[src/core/preheader_crc_defs.vh]
/*
   Constants for the pre-header CRC-8 generator and checker: polynomial, seed,
   byte positions within the 12-byte pre-header.
   Assumes it is included by bare name from the design modules.
*/
// Contract
// - CRC-8 with polynomial x^8+x^7+x^6+x^4+x^2+1, eight-stage shift model.
// - CRC covers exactly pre-header bytes 1 to 11, stream id to second reserved.
// - Each covered byte enters most significant bit first, one bit after another.
// - CRC state preset to all ones before the first byte of every pre-header.
// - After byte 11 the result is the eight state bits, bit 7 down to 0.
// - Generator puts the computed CRC into pre-header byte 12.
// - Checker compares the computed CRC with received pre-header byte 12.
// - Bytes 01,00,55,AA then seven zeros give CRC 0x8A.
// - CRC generation and checking run whenever multi-stream mode is on.
`ifndef PREHEADER_CRC_DEFS_VH
`define PREHEADER_CRC_DEFS_VH

`define CRC_POLY 8'hD5
`define CRC_SEED 8'hFF
`define CRC_LAST_COVERED 4'hA
`define CRC_BYTE_POS 4'hB
`define PREHDR_LEN 4'hC

`endif

[src/core/byte_skid_buffer.v]
/*
   Two-entry skid buffer with valid and ready on both sides.
   Assumes one clock and an asynchronous active-low reset; both sides are
   logic on the same clock.
*/
`timescale 1ns/10ps
module byte_skid_buffer #(
   parameter WIDTH = 9
)
(
   // Clock and reset.
   input wire clk,
   input wire reset_n,
   // Filling side.
   input wire [WIDTH-1:0] in_data,
   input wire in_valid,
   output wire in_ready,
   // Draining side.
   output wire [WIDTH-1:0] out_data,
   output wire out_valid,
   input wire out_ready
);
   reg [WIDTH-1:0] main_data_reg;
   reg main_valid_reg;
   reg [WIDTH-1:0] skid_data_reg;
   reg skid_valid_reg;
   reg ready_reg;
   wire push;
   wire pop;

   assign push = in_valid && ready_reg;
   assign pop = main_valid_reg && out_ready;
   assign in_ready = ready_reg;
   assign out_data = main_data_reg;
   assign out_valid = main_valid_reg;

   // The head entry drives the output; the skid entry catches a word taken
   // while the head is stalled, so ready may lag by one cycle without loss.
   always @(posedge clk or negedge reset_n)
   begin
      if (!reset_n)
      begin
         main_data_reg <= {WIDTH{1'b0}};
         main_valid_reg <= 1'b0;
         skid_data_reg <= {WIDTH{1'b0}};
         skid_valid_reg <= 1'b0;
         ready_reg <= 1'b0;
      end
      else
      begin
         if (!main_valid_reg || pop)
         begin
            if (skid_valid_reg)
            begin
               main_data_reg <= skid_data_reg;
               main_valid_reg <= 1'b1;
               skid_valid_reg <= push;
               skid_data_reg <= in_data;
            end
            else
            begin
               main_data_reg <= in_data;
               main_valid_reg <= push;
            end
         end
         else if (push)
         begin
            skid_data_reg <= in_data;
            skid_valid_reg <= 1'b1;
         end
         ready_reg <= !(skid_valid_reg || (push && main_valid_reg && !pop));
      end
   end
endmodule // byte_skid_buffer

[src/core/preheader_crc8.v]
/*
   Byte-serial CRC-8 generator and checker for the 12-byte transport stream
   pre-header used in multi-stream mode. Bytes flow through a two-entry buffer;
   when generating, byte 12 is replaced by the CRC, when checking it is
   compared and a one-cycle match or mismatch pulse is given.
   Assumes the stream source marks the first pre-header byte with IN_SOP and
   sits on CLK_SYS; bytes after the 12th pass through untouched.
*/
`timescale 1ns/10ps
`include "preheader_crc_defs.vh"
module preheader_crc8 (
   // Clock and reset.
   input wire CLK_SYS,
   input wire RESET_N,
   // Mode control.
   input wire MULTI_STREAM_EN,
   input wire GEN_MODE,
   // Incoming byte stream.
   input wire [7:0] IN_DATA,
   input wire IN_SOP,
   input wire IN_VALID,
   output wire IN_READY,
   // Outgoing byte stream.
   output wire [7:0] OUT_DATA,
   output wire OUT_SOP,
   output wire OUT_VALID,
   input wire OUT_READY,
   // Check results.
   output wire [7:0] CRC_VALUE,
   output wire CRC_DONE,
   output wire CRC_MATCH,
   output wire CRC_MISMATCH
);
   reg [7:0] crc_reg;
   reg [7:0] crc_next;
   reg [3:0] pos_reg;
   reg [3:0] pos_next;
   reg active_reg;
   reg active_next;
   reg gen_reg;
   reg gen_next;
   reg [7:0] value_reg;
   reg [7:0] value_next;
   reg done_reg;
   reg done_next;
   reg match_reg;
   reg match_next;
   reg mismatch_reg;
   reg mismatch_next;
   reg [7:0] send_data;
   wire take;
   wire [3:0] pos_now;
   wire in_header;
   wire [7:0] crc_base;
   wire buf_ready;
   wire [7:0] crc_stage [0:8];
   genvar b;

   assign take = IN_VALID && buf_ready;
   assign pos_now = IN_SOP ? 4'h0 : pos_reg;
   assign in_header = MULTI_STREAM_EN && (IN_SOP || active_reg);
   assign crc_base = (pos_now == 4'h0) ? `CRC_SEED : crc_reg;
   assign crc_stage[0] = crc_base;

   // One covered byte through the eight-stage shift model, high bit first.
   generate
      for (b = 0; b < 8; b = b + 1)
      begin : g_bit
         wire fb;
         assign fb = crc_stage[b][7] ^ IN_DATA[7 - b];
         assign crc_stage[b + 1] = {crc_stage[b][6:0], 1'b0} ^ ({8{fb}} & `CRC_POLY);
      end
   endgenerate

   // Byte position tracking and CRC accumulation.
   always @*
   begin
      pos_next = pos_reg;
      active_next = active_reg;
      gen_next = gen_reg;
      crc_next = crc_reg;
      if (take && in_header)
      begin
         if (pos_now == 4'h0)
         begin
            gen_next = GEN_MODE;
         end
         if (pos_now <= `CRC_LAST_COVERED)
         begin
            crc_next = crc_stage[8];
         end
         pos_next = pos_now + 4'h1;
         active_next = (pos_now + 4'h1) < `PREHDR_LEN;
      end
      else if (take && IN_SOP)
      begin
         active_next = 1'b0;
      end
   end

   // Byte 12 handling: insertion when generating, comparison when checking.
   always @*
   begin
      send_data = IN_DATA;
      value_next = value_reg;
      done_next = 1'b0;
      match_next = 1'b0;
      mismatch_next = 1'b0;
      if (take && in_header && (pos_now == `CRC_BYTE_POS))
      begin
         value_next = crc_reg;
         done_next = 1'b1;
         if ((pos_now == 4'h0) ? GEN_MODE : gen_reg)
         begin
            send_data = crc_reg;
         end
         else
         begin
            match_next = (IN_DATA == crc_reg);
            mismatch_next = (IN_DATA != crc_reg);
         end
      end
   end

   always @(posedge CLK_SYS or negedge RESET_N)
   begin
      if (!RESET_N)
      begin
         crc_reg <= `CRC_SEED;
         pos_reg <= 4'h0;
         active_reg <= 1'b0;
         gen_reg <= 1'b0;
         value_reg <= 8'h00;
         done_reg <= 1'b0;
         match_reg <= 1'b0;
         mismatch_reg <= 1'b0;
      end
      else
      begin
         crc_reg <= crc_next;
         pos_reg <= pos_next;
         active_reg <= active_next;
         gen_reg <= gen_next;
         value_reg <= value_next;
         done_reg <= done_next;
         match_reg <= match_next;
         mismatch_reg <= mismatch_next;
      end
   end

   // A stall by the receiver holds IN_READY low; no taken byte is lost.
   byte_skid_buffer #(
      .WIDTH(9)
   )
   out_buffer (
      .clk(CLK_SYS),
      .reset_n(RESET_N),
      .in_data({IN_SOP, send_data}),
      .in_valid(IN_VALID),
      .in_ready(buf_ready),
      .out_data({OUT_SOP, OUT_DATA}),
      .out_valid(OUT_VALID),
      .out_ready(OUT_READY)
   );

   assign IN_READY = buf_ready;
   assign CRC_VALUE = value_reg;
   assign CRC_DONE = done_reg;
   assign CRC_MATCH = match_reg;
   assign CRC_MISMATCH = mismatch_reg;
endmodule // preheader_crc8

[config.mk]
export PLATFORM = sky130hd
export DESIGN_NAME = preheader_crc8
export DESIGN_NICKNAME = d
export VERILOG_FILES = /design/src/core/byte_skid_buffer.v /design/src/core/preheader_crc8.v
export VERILOG_INCLUDE_DIRS = /design/src /design/src/core
export SDC_FILE = /design/constraint.sdc
export NUM_CORES = 1
export LEC_CHECK = 0
export BUFFER_PORTS_ARGS = -buffer_cell sky130_fd_sc_hd__buf_2
export CAP_MARGIN = 20
export CORE_MARGIN = 2
export CORE_UTILIZATION = 29
export DETAILED_ROUTE_END_ITERATION = 10
export SYNTH_ARGS = -nofsm -noshare
export SYNTH_HDL_FRONTEND = slang
export SYNTH_SLANG_ARGS = --single-unit
export TNS_END_PERCENT = 100
[constraint.sdc]
create_clock -name CLK_SYS -period 2.2 [get_ports CLK_SYS]
set_input_delay 0.11 -clock CLK_SYS [delete_from_list [all_inputs] [get_ports CLK_SYS]]
set_output_delay 0.11 -clock CLK_SYS [all_outputs]
set_load 0.02 [all_outputs]
==> impl_results.md, run 1 <==
- Part of the Yosys area used for sequential elements: 40.6%
- GRT overflow: 0
- LEAKAGE: 1.58 nW
- Reg-to-reg slack, setup: 0.06 ns
- Final period demand of the worst path: 2.14 ns
- Overall routing resource usage: 12.9%
- Synth cell count leaders: 46 x nand2_1, 38 x dfrtp_1, 23 x xnor2_1
- Largest net degree at the start of global routing: 42
- Via density: 4.53
- Worst-Margin Slew: 0.895 ns
- WL per Instance: 13.2 um
- Synthesized area: 0.00286 mm^2
- Buffers on Ports: 36
- Distinct cells, synth: 52
- Max Freq: 0.467 GHz
- Sequential Power Share: 28.0%
- Initial antenna violation count: 0
- ANT nets after route: 0
- N_diodes: 0
- Cts bufs inserted: 5
- Pwr dens: 1430 mW/mm^2
- Initial Utilization: 29.5%
- Ports: 37
- Core area: 0.00968 mm^2
- Worst Skew: 0.00960 ns
- Synth-to-Final Area Change: 25.4%
- DIE WIDTH: 103 um
- Number of cell rows: 36
- Yosys warning count: 0
- Routed wire length: 6.29 mm
- Fin nets: 360
- CP peak stage delay: 0.37 ns
- Worst EP arrival: 2.33 ns
- Clk sink count: 46
- Synthesized flop and latch total: 46
- Status: finished clean
- Critical path type: flip-flop to flip-flop
- Async S/R FF share, synth: 100%
- Part of the cycle the worst path needs: 97.3%
- Area leader, netlist: dfrtp_1
- Die height: 103 um
- Final slew viol count: 0
- Cells after synthesis: 289
- Worst vdd ir: 0.617 mV
- CP cell instances: nor2b_4 -> inv_2 -> ha_4 -> and2_4 -> mux2i_4 -> nor2_4 -> buf_12 -> mux2i_4 -> mux2i_1 -> mux2_2
- Most frequent cell after synthesis: nand2_1
- CP most frequent cell: mux2i_4
- DRT Pass-1 Iters: 4
- Register Area: 0.00116 mm^2
- Fin cells: 476
- Detail Placement HPWL: 4.80 mm
- Syn avg cell area: 9.89 um^2
- Die area: 0.0107 mm^2
- Share of the synthesized area in the top cell type: 33.3%
- Final Setup Violations: 0
- Int Pwr: 3.05 mW
- EDFF count, synth: 0
- Design Power: 5.11 mW
- Clk Latency, worst-skew pair: 0.30 ns
- Ratio of cells with drive above 1 in the final layout: 33.2%
- Top delay family on crit path: multiplexers
- Placed insts: 462
- Via count: 2,156
- Psw: 2.06 mW
- Critical path required time: 2.38 ns
- Clock Pin Slew Worst Setup and Hold Paths: 0.08 ns
- H-Tree Depth: 2
- Slowest-stage cell, CP: dfrtp_1
- Endpoint type of the worst setup path: flip-flop
- Drc violations: 0
- Crit Path Max Fanout: 8
- Clk pwr share: 12.2%
- Gp weighted congestion: 0.819
- Crit start category: flip-flop
- Worst slew margin: 40.3%
- Clk buf depth: 2
- Multi-input logic area: 0.00169 mm^2
- Buf+Inv Stages, Crit Path: 2
- Root Buffer: clkbuf_8
- Top cells by area, synth: dfrtp_1 33%, dfstp_2 7.4%, xnor2_1 7.0%
- Primary FF master, synth: dfrtp_1
- Filler cells: 980
- First-pass GRT wire length: 10.7 mm
- Combinational share of power: 59.8%
- CTS tree: built
- Min-Delay Path Class: input pin to flip-flop
- Starting DRT DRC Count: 102
- # Max-Cap Violations: 0
- Sw Ratio: 40.3%
- Vias in the first global route: 2,111
- Net Count, Synth: 307
- Hold Vio Cnt, Final: 0
[cell type report]
class / instances / area share (%)
timing repair buffer: 64 / 11.3
multi-input combinational: 212 / 47.3
clock inverter: 1 / 0.838
inverter: 13 / 1.36
clock buffer: 7 / 2.13
tap: 133 / 4.65
sequential: 46 / 32.4
[path summary, 6_finish.rpt]
path | cells past startpoint | to | startpoint
min in group asynchronous | 2 | out_buffer.out_data[8] | RESET_N
min | 3 | gen_reg | GEN_MODE
max in group asynchronous | 3 | crc_reg[4] | RESET_N
max reg2reg | 10 | out_buffer.out_data[2] | pos_reg[0]
min reg2reg | 2 | CRC_VALUE[6] | CRC_VALUE[6]
max | 10 | out_buffer.out_data[2] | pos_reg[0]
[per-stage QoR]
step / hold WS, ns / cell area [um^2] / utilization (%) / setup slack [ns] / TNS, ns
after global routing: 0.0828 / 3580 / 37.0 / -0.0248 / -0.0640
after floorplan: -0.186 / 2880 / - / 0.000418 / 0
after CTS: 0.0801 / 3460 / 35.8 / 0.00878 / 0
final: 0.0741 / 3580 / 37.0 / 0.0587 / 0
after detailed placement: 0.297 / 3300 / 34.1 / -0.0683 / -0.240
after global placement: 0.296 / 3300 / 34.1 / 0.00244 / 0
[power by group through the flow]
stage          logic (mW)  clock network [mW]  registers (mW)
4_1_cts              2.96               0.642            1.42
2_1_floorplan        2.20                   0            1.46
3_5_place_dp         2.91                   0            1.43
5_1_grt              3.36               0.672            1.47
3_3_place_gp         2.88                   0            1.42
6_report             3.06               0.625            1.43
[worst register-to-register path, delay by kind of cell (launching register included)]
kind | cells | cell delay, ns
buf+inv | 2 | 0.24
simple gates | 3 | 0.43
fa+ha+maj | 1 | 0.18
mux | 4 | 0.81
flops | 1 | 0.37
[cells in the final DEF, fill, tap and decap left out, drive strengths merged, types with 3 or more instances in the layout]
cell,n
dfrtp,38
nand4,3
nand3,3
o21ai,11
xor2,11
xnor2,30
nand2,46
mux2,10
nand2b,5
nor2,22
dfstp,8
inv,13
a21oi,21
clkbuf,7
mux2i,20
buf,63
ha,3
[cells by family (layout without fill, tap and decap cells)]
| family | Yosys count | count (layout) | synth area share, % |
|---|---|---|---|
| AOI/OAI and AO/OA | 45 | 45 | 10.1 |
| xor gates and xnor gates | 42 | 42 | 17.7 |
| adders and majority gates | 3 | 3 | 1.31 |
| buffers and inverters | 31 | 85 | 4.64 |
| DFF | 46 | 46 | 40.6 |
| muxes | 30 | 30 | 10.9 |
| and+or+nand+nor | 92 | 92 | 14.7 |
[repair_timing]
item / in CTS / in global routing
resized for setup: 3 / 17
hold endpoints to repair: 38 / 0
endpoints found under the setup margin: 9 / 10
pin swaps: 1 / 1
setup buffers: 2 / 3
hold buffers: 1 / 0
gates cloned: 0 / 0
[routing by layer]
| metal | part of all wire [%] | global-route usage (%) |
|---|---|---|
| met5 | 0 | 0 |
| met4 | 0.94 | 3.04 |
| met3 | 3.1 | 1.81 |
| met2 | 49 | 21.4 |
| met1 | 47 | 17.9 |
(Power assumes the default switching activity.)
==> run 2, diff against run 1 <==
--- a/config.mk
+++ b/config.mk
@@ -8,7 +8,6 @@
 export LEC_CHECK = 0
 export BUFFER_PORTS_ARGS = -buffer_cell sky130_fd_sc_hd__buf_2
 export CAP_MARGIN = 20
-export CORE_MARGIN = 2
 export CORE_UTILIZATION = 29
 export DETAILED_ROUTE_END_ITERATION = 10
 export SYNTH_ARGS = -nofsm -noshare
==> run 2 against run 1 <==
Via count grew 0.70%. Die area fell by 3.8%. Clock power decreased by 13%. Design area down 1.6%. Worst setup slack got worse by 0.011 ns.
==> impl_results.md, run 2 (same netlist as run 1, synthesis figures left out) <==
- Max Freq: 0.465 GHz
- Largest net degree at the start of global routing: 41
- Final slew viol count: 0
- Die height: 101 um
- Core area: 0.00937 mm^2
- Worst EP arrival: 2.33 ns
- Worst-Margin Slew: 0.890 ns
- CP peak stage delay: 0.38 ns
- Initial antenna violation count: 0
- Routed wire length: 6.29 mm
- N_diodes: 0
- Ratio of cells with drive above 1 in the final layout: 32.7%
- Status: finished clean
- Crit Path Max Fanout: 8
- Final period demand of the worst path: 2.15 ns
- Root Buffer: clkbuf_8
- First-pass GRT wire length: 10.8 mm
- Multi-input logic area: 0.00166 mm^2
- Final Setup Violations: 0
- ANT nets after route: 0
- Commonest non-fill, non-tap cell in the layout: nand2_1
- Crit start category: flip-flop
- Clk sink count: 46
- Worst Skew: 0.00906 ns
- # Max-Cap Violations: 0
- Detail Placement HPWL: 4.82 mm
- Ports: 37
- LEAKAGE: 1.56 nW
- Fin nets: 359
- Synth-to-Final Area Change: 23.3%
- WL per Instance: 13.4 um
- Worst slew margin: 40.6%
- Critical path required time: 2.38 ns
- GRT overflow: 0
- Met1 GRT Util: 17.8%
- Number of cell rows: 35
- Slowest-stage cell, CP: dfrtp_1
- Met2 Usage GRT: 23.4%
- DIE WIDTH: 101 um
- Clk buf depth: 2
- Via count: 2,171
- Worst vdd ir: 0.690 mV
- Pwr dens: 1430 mW/mm^2
- CP cell instances: nor2b_4 -> inv_2 -> ha_4 -> and2_4 -> mux2i_4 -> nor2_4 -> buf_12 -> mux2i_1 -> mux2i_1 -> mux2_2
- Buf+Inv Stages, Crit Path: 2
- GRT busiest layer: met2
- Drc violations: 0
- Initial Utilization: 30.5%
- Most frequent cells in the layout: 46 x nand2_1, 38 x dfrtp_1, 36 x buf_2
- H-Tree Depth: 2
- Buffers on Ports: 36
- Final hold slack: 0.0811 ns
- CP most frequent cell: mux2i_1
- Die area: 0.0103 mm^2
- Met3 Track Usage GR: 2.21%
- Clk Latency, worst-skew pair: 0.30 ns
- RSZ-0062 raised after global routing: yes
- Via density: 4.61
- CTS tree: built
- Part of the cycle the worst path needs: 97.8%
- Clock Pin Slew Worst Setup and Hold Paths: 0.09 ns
- DRT Pass-1 Iters: 4
- Critical path type: flip-flop to flip-flop
- Overall routing resource usage: 13.6%
- Filler cells: 973
- Design Power: 5.02 mW
- Starting DRT DRC Count: 89
- Register Area: 0.00116 mm^2
- Min-Delay Path Class: input pin to flip-flop
- Vias in the first global route: 2,197
- Hold Vio Cnt, Final: 0
- Gp weighted congestion: 0.809
- Top delay family on crit path: multiplexers
- Endpoint type of the worst setup path: flip-flop
- Cts bufs inserted: 5
[run 2: cell types whose count changed in the layout (fill, tap and decap cells not counted), sizes merged]
cell / previous run / this run
bufinv: 1 / 0
clkinvlp: 0 / 1
clkbuf: 7 / 6
buf: 63 / 62
clkinv: 0 / 1
[run 2: worst paths after layout]
kind / from / endpoint / slack (ns) / cells past startpoint
min reg2reg: CRC_VALUE[1] / CRC_VALUE[1] / 0.47 / 2
min in group asynchronous: RESET_N / out_buffer.in_ready / 0.47 / 2
max reg2reg: pos_reg[0] / out_buffer.out_data[7] / 0.05 / 10
min: GEN_MODE / gen_reg / 0.08 / 3
max: pos_reg[0] / out_buffer.out_data[7] / 0.05 / 10
max in group asynchronous: RESET_N / crc_reg[2] / 1.02 / 3
[run 2: tightest hold or removal path, stage by stage]
cell     delay, ns
buf_2         0.13
nand3_1       0.06
nand2_1       0.04
[run 2: metrics by stage]
step | area (um^2) | cells | worst slack, ns | utilization (%) | setup TNS [ns]
final | 3520 | 471 | 0.0474 | 37.6 | 0
after global routing | 3520 | 471 | -0.00916 | 37.6 | -0.0165
after floorplan | 2880 | 289 | 0.000418 | - | 0
after CTS | 3450 | 469 | 0.0150 | 36.8 | 0
after detailed placement | 3300 | 458 | -0.0533 | 35.2 | -0.236
after global placement | 3300 | 458 | 0.0184 | 35.2 | 0
[run 2: final cells by class]
type	count	share of cell area (%)
Clock inverter	2	0.355
Clock buffer	6	2.34
Sequential cell	46	32.9
Tap cell	129	4.58
Multi-Input combinational cell	212	47.1
Inverter	13	1.38
Timing Repair Buffer	63	11.3
[run 2: per-layer routing]
layer | wire length, um | up-vias
li1 | - | 1079
met1 | 2910 | 1056
met2 | 3170 | 30
met3 | 150 | 6
met4 | 58 | 0
met5 | 0 | -
[run 2: timing repair]
item,CTS,global route
pin swaps,1,2
endpoints found under the hold margin,38,0
setup endpoints to repair,8,13
gates resized for setup,3,11
setup buffers,2,2
hold buffers,1,0
[run 2: where the power goes]
part,internal (mW),switching (mW),total [mW]
combinational,1.51,1.49,3.00
sequential,1.19,0.291,1.48
clock,0.253,0.291,0.544
total,2.95,2.07,5.02
==> run 3, diff against run 2 <==
--- a/config.mk
+++ b/config.mk
@@ -10,6 +10,8 @@
 export CAP_MARGIN = 20
 export CORE_UTILIZATION = 29
 export DETAILED_ROUTE_END_ITERATION = 10
+export RECOVER_POWER = 50
+export SETUP_SLACK_MARGIN = 0.1
 export SYNTH_ARGS = -nofsm -noshare
 export SYNTH_HDL_FRONTEND = slang
 export SYNTH_SLANG_ARGS = --single-unit
==> run 3 against run 2 <==
The run now ends with capacitance limit, slew limit left. Sequential power barely moved. Design area decreased by 1.0%. Register-to-register slack better by 0.04 ns. Flip-flop and latch count unchanged. Critical endpoint is now out_buffer.out_data[5]. Highest routed layer unchanged.
==> impl_results.md, run 3 (same netlist as run 1, synthesis figures left out) <==
- Status: complete, but fails checks
- Failing checks: capacitance limit, slew limit
- Clk sink count: 46
- FF-to-FF Start: pos_reg[0]
- Worst-Margin Slew: 1.57 ns
- Critical path type: flip-flop to flip-flop
- Part of the cycle the worst path needs: 95.9%
- GRT overflow: 0
- Critical path required time: 2.38 ns
- Ports: 37
- Fin nets: 357
- Die area: 0.0103 mm^2
- Final period demand of the worst path: 2.11 ns
- Cts bufs inserted: 5
- Buffers on Ports: 36
- Max Freq: 0.474 GHz
- Root Buffer: clkbuf_8
- Pwr dens: 1510 mW/mm^2
- Synth-to-Final Area Change: 22.1%
- Crit start category: flip-flop
- Worst vdd ir: 0.665 mV
- Vias in the first global route: 2,245
- Initial Utilization: 30.5%
- Fin cells: 469
- Reg-to-reg slack, setup: 0.09 ns
- Worst Skew: 0.00601 ns
- DRT Pass-1 Iters: 4
- RSZ-0062 raised after global routing: yes
- Pre-CTS setup slack: -0.00418 ns
- Filler cells: 972
- DIE WIDTH: 101 um
- Number of cell rows: 35
- CTS tree: built
- Routed wire length: 6.55 mm
- ANT nets after route: 0
- End point of the critical path: out_buffer.out_data[5]
- Via count: 2,163
- Placed insts: 452
- Largest net degree at the start of global routing: 27
- Most frequent cells in the layout: 46 x nand2_1, 38 x dfrtp_1, 24 x clkbuf_1
- WL per Instance: 14.0 um
- Initial antenna violation count: 0
- Starting DRT DRC Count: 103
- Setup ws final: 0.0908 ns
- Detail Placement HPWL: 4.78 mm
- First-pass GRT wire length: 11.0 mm
- Final Setup Violations: 0
- Clock Pin Slew Worst Setup and Hold Paths: 0.09 ns
- Worst EP arrival: 2.29 ns
- Drc violations: 0
- Ratio of cells with drive above 1 in the final layout: 26.8%
- N_diodes: 0
- Min-Delay Path Class: input pin to flip-flop
- Clk Latency, worst-skew pair: 0.29 ns
- LEAKAGE: 1.49 nW
- Core area: 0.00937 mm^2
- Reg2reg end: out_buffer.out_data[5]
- Die height: 101 um
- Worst slew margin: -4.53%
- Reg2reg path depth: 10
- Via density: 4.61
- H-Tree Depth: 2
- Commonest non-fill, non-tap cell in the layout: nand2_1
- Clk buf depth: 2
- # Max-Cap Violations: 1
- Endpoint type of the worst setup path: flip-flop
- Launch point of the worst path: pos_reg[0]
- Hold Vio Cnt, Final: 0
- Final slew viol count: 26
- Gp weighted congestion: 0.764
- Overall routing resource usage: 14.0%
- Crit Path Max Fanout: 8
[run 3: cell count changes in the layout (fill, tap and decap cells not counted), sizes merged]
cell,previous run,this run
clkinvlp,1,0
clkbuf,6,30
buf,62,37
[run 3: layer usage]
layer	up-vias	routed length (um)	global-route usage, %
li1	1059	-	-
met1	1054	3130	18.4
met2	46	3150	24.2
met3	4	238	2.83
met4	0	25	2.01
met5	-	0	0
[run 3: worst min path at each step]
stage | start | depth (start not counted) | to
2_1_floorplan | RESET_N | 0 | CRC_DONE
6_report | GEN_MODE | 3 | gen_reg
3_3_place_gp | RESET_N | 1 | CRC_VALUE[7]
5_1_grt | GEN_MODE | 3 | gen_reg
4_1_cts | GEN_MODE | 3 | gen_reg
3_5_place_dp | RESET_N | 1 | CRC_VALUE[7]
[run 3: where the power goes]
| part | total (mW) | switching, mW | internal (mW) |
|---|---|---|---|
| Combinational | 3.26 | 1.58 | 1.68 |
| Sequential | 1.48 | 0.287 | 1.19 |
| Clock | 0.538 | 0.284 | 0.254 |
| Total | 5.27 | 2.15 | 3.12 |
[run 3: layout make-up]
cell class / instances / area (um^2) / area share [%]
clock buffers: 7 / 86.3 / 2.47
clock inverters: 1 / 5.00 / 0.143
inverters: 13 / 48.8 / 1.40
repair buffers: 61 / 374 / 10.7
multi-input cells: 212 / 1650 / 47.3
well taps: 129 / 161 / 4.63
flip-flops and latches: 46 / 1160 / 33.3
[run 3: worst max-delay path, stage by stage, from the launching register on]
cell and delay [ns]:
dfrtp_1 0.36, nor2b_4 0.17, inv_2 0.06, ha_4 0.18, and2_4 0.15, mux2i_4 0.19
nor2_4 0.11, buf_12 0.15, mux2i_2 0.24, mux2i_1 0.09, mux2_2 0.28
[run 3: repair_timing]
item,in CTS,in global routing
hold buffers,1,0
setup buffers,6,2
gates resized for setup,2,11
hold endpoints to repair,19,0
endpoints found under the setup margin,10,14
pin swaps,2,4
[run 3: through the flow]
stage                     utilization [%]  hold slack [ns]  cell area, um^2  setup TNS, ns  power, mW
after floorplan                         -           -0.186             2900              0       3.71
after global placement               35.0            0.181             3280              0       4.29
after detailed placement             35.0            0.182             3280       -0.00867       4.34
after CTS                            36.8           0.0770             3450              0       5.06
after global routing                 37.2           0.0890             3490              0       5.69
final                                37.2           0.0859             3490              0       5.27
